[config.mk]
export PLATFORM = sky130hd
export DESIGN_NAME = sld_top
export DESIGN_NICKNAME = d
export VERILOG_FILES = /design/src/core/sld_timer_dummy_guard.sv /design/src/core/sld_pkg.sv /design/src/core/sld_timer.sv /design/src/core/sld_top.sv
export SDC_FILE = /design/constraint.sdc
export NUM_CORES = 1
export LEC_CHECK = 0
export BUFFER_PORTS_ARGS = -buffer_cell sky130_fd_sc_hd__clkbuf_2
export CORE_MARGIN = 4
export CORE_UTILIZATION = 53
export CTS_CLUSTER_SIZE = 10
export DETAILED_ROUTE_END_ITERATION = 16
export MAX_ROUTING_LAYER = met4
export PLACE_DENSITY = 0.86
export SLEW_MARGIN = 10
export SYNTH_ARGS = -nofsm -noshare
export SYNTH_HDL_FRONTEND = slang
export SYNTH_SLANG_ARGS = --single-unit
[constraint.sdc]
create_clock -name REF_CLK -period 3.1 [get_ports REF_CLK]
set_clock_uncertainty 0.2 [all_clocks]
set_input_delay 0.465 -clock REF_CLK [delete_from_list [all_inputs] [get_ports REF_CLK]]
set_output_delay 0.465 -clock REF_CLK [all_outputs]
set_load 0.01 [all_outputs]
[src/core/sld_timer_dummy_guard.sv]
`timescale 1ns/1ps

[src/core/sld_pkg.sv]
// ==========================================================
// supply level detector shared definitions
// ==========================================================
package sld_pkg;

	// ==========================================================
	// timing
	// ==========================================================
	// system clock rate in MHz
	localparam int unsigned CLK_MHZ = 10;
	// typical measurement settling time
	localparam int unsigned MEAS_TIME_US = 2000;
	// longest allowed measurement settling time
	localparam int unsigned MEAS_MAX_US = 2500;
	// typical shortest supply dip that is caught
	localparam int unsigned DIP_TIME_US = 875;
	// longest shortest-dip figure
	localparam int unsigned DIP_MAX_US = 1350;
	// settling time in clock cycles
	localparam int unsigned MEAS_CYCLES = MEAS_TIME_US * CLK_MHZ;
	// dip filter time in clock cycles
	localparam int unsigned DIP_CYCLES = DIP_TIME_US * CLK_MHZ;
	// width of the interval counters
	localparam int unsigned CNT_W = 16;

	// ==========================================================
	// register map (APB byte addresses)
	// ==========================================================
	localparam int unsigned ADDR_W = 12;
	localparam logic [ADDR_W-1:0] ADDR_CTRL = 12'h000;
	localparam logic [ADDR_W-1:0] ADDR_STAT = 12'h004;
	localparam logic [ADDR_W-1:0] ADDR_IRQ = 12'h008;
	localparam logic [ADDR_W-1:0] ADDR_MASK = 12'h00C;

	// ==========================================================
	// field positions and reset values
	// ==========================================================
	localparam int unsigned CTRL_TRIM_LSB = 0;
	localparam int unsigned CTRL_RANGE_BIT = 3;
	localparam int unsigned STAT_EN_BIT = 0;
	localparam int unsigned STAT_VALID_BIT = 1;
	localparam int unsigned STAT_RESULT_BIT = 2;
	localparam int unsigned IRQ_LOW_BIT = 0;
	localparam int unsigned MID_REQ_BIT = 2;
	localparam int unsigned MID_REQ_W = 8;
	localparam logic RANGE_RST = 1'h0;
	localparam logic [2:0] TRIM_RST = 3'h0;
	localparam logic EN_RST = 1'h0;
	localparam logic IRQ_RST = 1'h0;
	localparam logic MASK_RST = 1'h0;

	// ==========================================================
	// types
	// ==========================================================
	typedef logic [CNT_W-1:0] sld_cnt_t;

	// threshold selection carried as one bundle
	typedef struct packed {
		logic range_sel;
		logic [2:0] trim;
	} sld_ctrl_s;

	// detector sequence, gray coded along off, settle, run
	typedef enum logic [1:0] {
		ST_OFF = 2'h0,
		ST_SETTLE = 2'h1,
		ST_RUN = 2'h3
	} sld_state_e;

	// decoded register
	typedef enum logic [2:0] {
		REG_CTRL = 3'h0,
		REG_STAT = 3'h1,
		REG_IRQ = 3'h2,
		REG_MASK = 3'h3,
		REG_NONE = 3'h7
	} sld_reg_e;

endpackage : sld_pkg

[src/core/sld_timer.sv]
`timescale 1ns/1ps
// ==========================================================
// interval timer: done after LIMIT edges with run high
// ==========================================================
module sld_timer import sld_pkg::*; #(
	parameter sld_cnt_t LIMIT = 16'h0001
) (
	input wire logic clk, // system clock
	input wire logic rst, // synchronous reset, high
	input wire logic run, // count while high, clear when low
	output logic done // high once the interval has passed
);

	sld_cnt_t cnt_r;
	sld_cnt_t cnt_nxt;
	logic done_r;
	logic done_nxt;

	// count up and saturate one short of the limit
	always_comb begin
		cnt_nxt = '0;
		done_nxt = 1'b0;
		if (run) begin
			cnt_nxt = (cnt_r == LIMIT - 16'h0001) ? cnt_r : cnt_r + 16'h0001;
			done_nxt = (cnt_r == LIMIT - 16'h0001);
		end
	end

	// register count and done
	always_ff @(posedge clk) begin
		if (rst) begin
			cnt_r <= '0;
			done_r <= 1'b0;
		end else begin
			cnt_r <= cnt_nxt;
			done_r <= done_nxt;
		end
	end

	assign done = done_r;

endmodule : sld_timer

[src/core/sld_top.sv]
// The APB register port and the register offsets are this design's own decisions.
`timescale 1ns/1ps
// Overview of operation
// - control bit 3 selects threshold range
// - control bits 2:0 trim threshold, eight steps
// - status bit 0 enables detector, starts measurement
// - disabled detector is powered down, silent
// - status bit 2 reads supply-below-threshold result
// - status bit 1 reads result valid
// - valid sets after measurement time elapses
// - interrupt events raised only while valid and enabled
// - one interrupt event per result rise
// - interrupt drives middle priority request bit 2
// - supply dips shorter than filter are ignored
module sld_top import sld_pkg::*; #(
	parameter int unsigned MEAS_CYC = MEAS_CYCLES, // settling time in cycles
	parameter int unsigned DIP_CYC = DIP_CYCLES // dip filter time in cycles
) (
	input wire logic REF_CLK, // system clock, 10 MHz
	input wire logic SYS_RST, // synchronous reset, high
	input wire logic PSEL, // apb select
	input wire logic PENABLE, // apb enable
	input wire logic PWRITE, // apb direction
	input wire logic [ADDR_W-1:0] PADDR, // apb byte address
	input wire logic [31:0] PWDATA, // apb write data
	output logic [31:0] PRDATA, // apb read data
	output logic PREADY, // apb ready
	output logic PSLVERR, // apb error on unmapped address
	input wire logic COMP_BELOW, // analog comparator: supply below threshold
	output logic DET_POWER_ON, // powers the analog detector
	output logic THR_RANGE, // threshold range to analog side
	output logic [2:0] THR_TRIM, // threshold trim to analog side
	output logic LOW_SUPPLY_IRQ, // level interrupt, high while unmasked event
	output logic [MID_REQ_W-1:0] MID_PRIORITY_REQ // request lines to interrupt manager
);

	// ==========================================================
	// address decode
	// ==========================================================
	function automatic sld_reg_e reg_sel(input logic [ADDR_W-1:0] addr);
		case (addr)
			ADDR_CTRL: reg_sel = REG_CTRL;
			ADDR_STAT: reg_sel = REG_STAT;
			ADDR_IRQ: reg_sel = REG_IRQ;
			ADDR_MASK: reg_sel = REG_MASK;
			default: reg_sel = REG_NONE;
		endcase
	endfunction : reg_sel

	logic apb_setup;
	logic apb_access;
	logic wr_ctrl;
	logic wr_stat;
	logic wr_irq;
	logic wr_mask;

	// zero wait state slave; writes land at the access edge
	assign apb_setup = PSEL && !PENABLE;
	assign apb_access = PSEL && PENABLE;
	assign PREADY = 1'b1;
	assign PSLVERR = apb_access && (reg_sel(PADDR) == REG_NONE);
	assign wr_ctrl = apb_access && PWRITE && (reg_sel(PADDR) == REG_CTRL);
	assign wr_stat = apb_access && PWRITE && (reg_sel(PADDR) == REG_STAT);
	assign wr_irq = apb_access && PWRITE && (reg_sel(PADDR) == REG_IRQ);
	assign wr_mask = apb_access && PWRITE && (reg_sel(PADDR) == REG_MASK);

	// ==========================================================
	// software registers
	// ==========================================================
	sld_ctrl_s ctrl_r;
	sld_ctrl_s ctrl_nxt;
	logic enable_r;
	logic enable_nxt;
	logic mask_r;
	logic mask_nxt;

	// control, enable and mask updates; reserved bits are dropped
	always_comb begin
		ctrl_nxt = ctrl_r;
		enable_nxt = enable_r;
		mask_nxt = mask_r;
		if (wr_ctrl) begin
			ctrl_nxt.range_sel = PWDATA[CTRL_RANGE_BIT];
			ctrl_nxt.trim = PWDATA[CTRL_TRIM_LSB +: 3];
		end
		if (wr_stat) begin
			enable_nxt = PWDATA[STAT_EN_BIT];
		end
		if (wr_mask) begin
			mask_nxt = PWDATA[IRQ_LOW_BIT];
		end
	end

	// register software state
	always_ff @(posedge REF_CLK) begin
		if (SYS_RST) begin
			ctrl_r.range_sel <= RANGE_RST;
			ctrl_r.trim <= TRIM_RST;
			enable_r <= EN_RST;
			mask_r <= MASK_RST;
		end else begin
			ctrl_r <= ctrl_nxt;
			enable_r <= enable_nxt;
			mask_r <= mask_nxt;
		end
	end

	// ==========================================================
	// measurement sequence
	// ==========================================================
	sld_state_e state_r;
	sld_state_e state_nxt;
	logic meas_done;
	logic dip_done;
	logic stat_valid;

	// off until enabled, settle for the measurement time, then run
	always_comb begin
		state_nxt = state_r;
		case (state_r)
			ST_OFF: begin
				if (enable_r) state_nxt = ST_SETTLE;
			end
			ST_SETTLE: begin
				if (meas_done) state_nxt = ST_RUN;
			end
			ST_RUN: begin
				state_nxt = ST_RUN;
			end
			default: begin
				state_nxt = ST_OFF;
			end
		endcase
		if (!enable_r) state_nxt = ST_OFF;
	end

	// register sequence state
	always_ff @(posedge REF_CLK) begin
		if (SYS_RST) state_r <= ST_OFF;
		else state_r <= state_nxt;
	end

	assign stat_valid = (state_r == ST_RUN) && enable_r;

	// settling interval timer
	sld_timer #(
		.LIMIT(sld_cnt_t'(MEAS_CYC))
	) u_meas_timer (
		.clk(REF_CLK),
		.rst(SYS_RST),
		.run(state_r == ST_SETTLE),
		.done(meas_done)
	);

	// dip filter: the comparator must hold for the filter time
	sld_timer #(
		.LIMIT(sld_cnt_t'(DIP_CYC))
	) u_dip_timer (
		.clk(REF_CLK),
		.rst(SYS_RST),
		.run(stat_valid && COMP_BELOW),
		.done(dip_done)
	);

	// ==========================================================
	// result and interrupt event
	// ==========================================================
	logic result_r;
	logic result_nxt;
	logic irq_r;
	logic irq_nxt;
	logic result_rise;

	// result sets after a filtered dip and clears as soon as supply recovers
	always_comb begin
		result_nxt = 1'b0;
		if (stat_valid) begin
			result_nxt = result_r ? COMP_BELOW : dip_done;
		end
		result_rise = result_nxt && !result_r;
		// a new event wins over a clear written in the same cycle
		irq_nxt = (irq_r && !(wr_irq && PWDATA[IRQ_LOW_BIT])) || result_rise;
	end

	// register result and sticky event flag
	always_ff @(posedge REF_CLK) begin
		if (SYS_RST) begin
			result_r <= 1'b0;
			irq_r <= IRQ_RST;
		end else begin
			result_r <= result_nxt;
			irq_r <= irq_nxt;
		end
	end

	// ==========================================================
	// read data
	// ==========================================================
	logic [31:0] prdata_r;
	logic [31:0] prdata_nxt;

	// capture read data in the setup cycle; reserved bits read zero
	always_comb begin
		prdata_nxt = prdata_r;
		if (apb_setup && !PWRITE) begin
			prdata_nxt = '0;
			case (reg_sel(PADDR))
				REG_CTRL: begin
					prdata_nxt[CTRL_RANGE_BIT] = ctrl_r.range_sel;
					prdata_nxt[CTRL_TRIM_LSB +: 3] = ctrl_r.trim;
				end
				REG_STAT: begin
					prdata_nxt[STAT_EN_BIT] = enable_r;
					prdata_nxt[STAT_VALID_BIT] = stat_valid;
					prdata_nxt[STAT_RESULT_BIT] = result_r;
				end
				REG_IRQ: prdata_nxt[IRQ_LOW_BIT] = irq_r;
				REG_MASK: prdata_nxt[IRQ_LOW_BIT] = mask_r;
				default: prdata_nxt = '0;
			endcase
		end
	end

	// register read data
	always_ff @(posedge REF_CLK) begin
		if (SYS_RST) prdata_r <= '0;
		else prdata_r <= prdata_nxt;
	end

	// ==========================================================
	// outputs
	// ==========================================================
	assign PRDATA = prdata_r;
	assign DET_POWER_ON = enable_r;
	assign THR_RANGE = ctrl_r.range_sel;
	assign THR_TRIM = ctrl_r.trim;
	assign LOW_SUPPLY_IRQ = irq_r && mask_r;

	// place the interrupt on its request line, others idle
	generate
		for (genvar i = 0; i < MID_REQ_W; i++) begin : g_mid
			if (i == MID_REQ_BIT) begin : g_hit
				assign MID_PRIORITY_REQ[i] = LOW_SUPPLY_IRQ;
			end else begin : g_idle
				assign MID_PRIORITY_REQ[i] = 1'b0;
			end
		end
	endgenerate

	// ==========================================================
	// checks
	// ==========================================================
	logic [31:0] settle_cnt_r;
	logic [31:0] dip_cnt_r;

	// cycle counters seen only by the checks
	always_ff @(posedge REF_CLK) begin
		if (SYS_RST) begin
			settle_cnt_r <= '0;
			dip_cnt_r <= '0;
		end else begin
			settle_cnt_r <= (state_r == ST_SETTLE) ? settle_cnt_r + 32'h1 : 32'h0;
			dip_cnt_r <= (stat_valid && COMP_BELOW) ? dip_cnt_r + 32'h1 : 32'h0;
		end
	end
endmodule : sld_top

==> flow_summary.toml <==
[outcome]
status = "finished, final reports clean"

[timing]
finalSetupTns_ns = 0
setup_violations = 0
hold_viol = 0
timing.final.crit_share_pct = 81.2
grt_setup_unrepaired = "false"
max_freq_mhz = 397
whs_ns = 0.205
slew_viol_final = 0
period_needed_ns = 2.52

[routing]
dr.pass1.iters = 4
vias_per_cell = 5.33
drt_wl_total_mm = 4.77
num_vias = 2016
ant_nets = 0
drt_iter0_drc = 193
wire_per_inst_um = 12.6
drc = 0

[logic_synthesis]
ys_warn_count = 0
synth-xor-area-share_pct = 6.55
synth_cell_types = 47
synth_adder_area_share_pct = 1.48
synth_edf_count = 0
syn_area_sq_um = 2540
synth_top_family_by_area = "simple AND/OR/NAND/NOR gates"
syn_area_per_cell_sq_um = 8.44
yosys.area_share.simple_pct = 28.4
synthMuxAreaShare_pct = 2.51
ys_ff_latch = 48
synth_largest_area_cell = "dfxtp_1"
postSynth.asyncResetShare_pct = 0
ys_top_cells_by_area = "dfxtp_1 38%, buf_4 11%, xor2_1 6.2%, nor2_1 4.4%, nand3_1 3.7%"
synth_flop_cell = "dfxtp_1"
netlist_instances = 301
post-synth-top-area-fraction_pct = 37.8
synth_compound_area_share_pct = 9.26
synth-seq-area-share_pct = 37.8

[floorplan]
boundaryPins = 98
die_h_um = 77.2
fp.dieArea_sq_um = 5970
coreArea_sq_um = 4500
die_x_um = 77.2
rows = 24
initial_core_util_pct = 56.4

[clocking]
cts.sinks = 48
cts_root_buffer = "clkbuf_8"
cts_buffer_depth = 2
path_clk_slew_ns = 0.09
cts_tree = "built"
cts.repair.resized = 0
cts_inserted_buffers = 5
postCtsSetupBuffers = 0
clock_latency_ns = 0.29
hold_buffers = 0
htreeDepth = 2

[place]
place_hpwl_mm = 3.63
portBuffers = 33
post-place-cells = 371
globalplace.congestion = 0.818

[critical_path]
critPathMaxStageDelay_ns = 0.56
worst_path_most_repeated_cell = "clkbuf_2"
cp-end-kind = "output pin"
critPathSlowestCell = "or4_4"
cp_cell_sequence = "clkbuf_2, or4_4, or3_4, and3_2, clkbuf_2"
arrival_ns = 1.85
critPathTopFamily = "simple AND/OR/NAND/NOR gates"
cp-start-kind = "input port"
worst_ep_required_time_ns = 2.43
path_class = "input port to output pin"
crit_fanout = 4
critPathBufInv = 2

[global_routing]
grt_pass1_vias = 1911
grt_pass1_wl_mm = 8.38
globalRouteTotalUtil_pct = 17.1
grt_antenna_before_repair = 0
grt_max_degree = 20
grt_remaining_overflow = 0

[min_path]
hp-class = "input port to register"

[final_layout]
final_cells = 378
antenna_cells = 0
multi_input_area_sq_um = 1360
drive_above_1_share_pct = 16.0
area_growth_pct = 4.87
nFillCells = 411
seq_area_sq_um = 961
nets = 379

[power]
vdd_drop_max_mv = 0.248
p_leak_nw = 1.02
p_per_area_nw_per_um2 = 390

[job]
drv_cap = 0
cell usage after synthesis (2+ instances only):
master,instances
a21oi_1,12
o21ai_0,8
a31oi_1,4
nor4b_1,3
o21ai_1,7
clkbuf_1,10
and2_1,4
or2_2,3
a211oi_1,2
and4_1,7
nand2b_1,3
ha_1,3
and3_1,5
dfxtp_1,48
conb_1,2
nand2_1,17
buf_4,37
inv_1,6
or4_4,3
nand3_1,19
xor2_1,18
or3_1,4
nand4_1,14
nor2_1,30
mux2i_1,3
buf_2,2
nor3_1,7
logic make-up (layout without fill, tap and decap cells):
family	after synthesis	in the layout
compound gates	40	40
flops	48	48
xor+xnor	19	19
mux	5	5
simple gates	129	129
buf+inv	55	46
fa+ha+maj	3	3
other cells	2	36
final cells by class:
cell class | count | area share, %
multi-input cells | 232 | 51.0
flip-flops and latches | 48 | 36.1
repair buffers | 33 | 6.20
clock buffers | 6 | 3.10
well taps | 52 | 2.44
inverters | 6 | 0.845
clock inverters | 1 | 0.329
metal layers:
layer	routed length [um]	track usage [%]	vias up
met2	2340	27.8	54
met5	0	-	-
li1	-	-	1033
met3	269	3.86	2
met4	29	5.52	0
met1	2130	21.1	927
report_power, final:
part           internal [mW]  total (mW)  switching [mW]  leakage [nW]
clock network          0.178       0.371           0.193        0.0473
registers              0.616       0.616      0.00000219         0.386
logic                 0.0147      0.0513          0.0366         0.591
worst reg2reg max path, delay by kind of cell (launching register included):
kind / cells / cell delay, ns
multiplexers: 1 / 0.34
adder cells (fa/ha/maj): 1 / 0.19
flip-flops: 1 / 0.39
AND/OR/NAND/NOR: 3 / 0.77
sequential cells by signal, indices dropped and copies added, names as in the netlist:
signal and cells:
u_dip_timer.cnt_r 16, THR_TRIM 3, u_dip_timer.done 1, mask_r 1, u_meas_timer.cnt_r 16, THR_RANGE 1
state_r 2, irq_r 1, PRDATA 4, result_r 1, u_meas_timer.done 1, DET_POWER_ON 1
layout by cell type, fill, tap and decap left out, types with 4 or more instances in the layout:
cell type and n:
xor2_1 18, inv_1 6, nand2_1 17, conb_1 36, a21oi_1 12, nor2_1 30, nand4_1 14, clkbuf_8 6
nor3_1 7, and4_1 7, and3_1 5, or3_1 4, o21ai_0 8, o21ai_1 7, nand3_1 19, and2_1 4
clkbuf_2 33, dfxtp_1 48, a31oi_1 4
final timing paths:
check	from	endpoint	slack [ns]	cells past startpoint
min reg2reg	PRDATA[1]$_SDFFE_PP0P_	PRDATA[1]$_SDFFE_PP0P_	0.25	2
max	PADDR[1]	PSLVERR	0.58	5
max reg2reg	u_dip_timer.cnt_r[0]$_SDFFE_PP0N_	u_dip_timer.cnt_r[4]$_SDFFE_PP0N_	1.12	5
min	PWDATA[1]	THR_TRIM[1]$_SDFFE_PP0P_	0.21	3
per-stage QoR:
stage | power (mW) | utilization (%) | area (sq um) | worst slack [ns]
floorplan | 0.696 | - | 2670 | 0.803
global placement | 0.679 | 57.1 | 2570 | 0.595
detailed placement | 0.680 | 57.1 | 2570 | 0.579
CTS | 1.05 | 59.2 | 2670 | 0.578
global route | 1.08 | 59.2 | 2670 | 0.528
finish | 1.04 | 59.2 | 2670 | 0.582
Power figures use the tool's default switching activity.
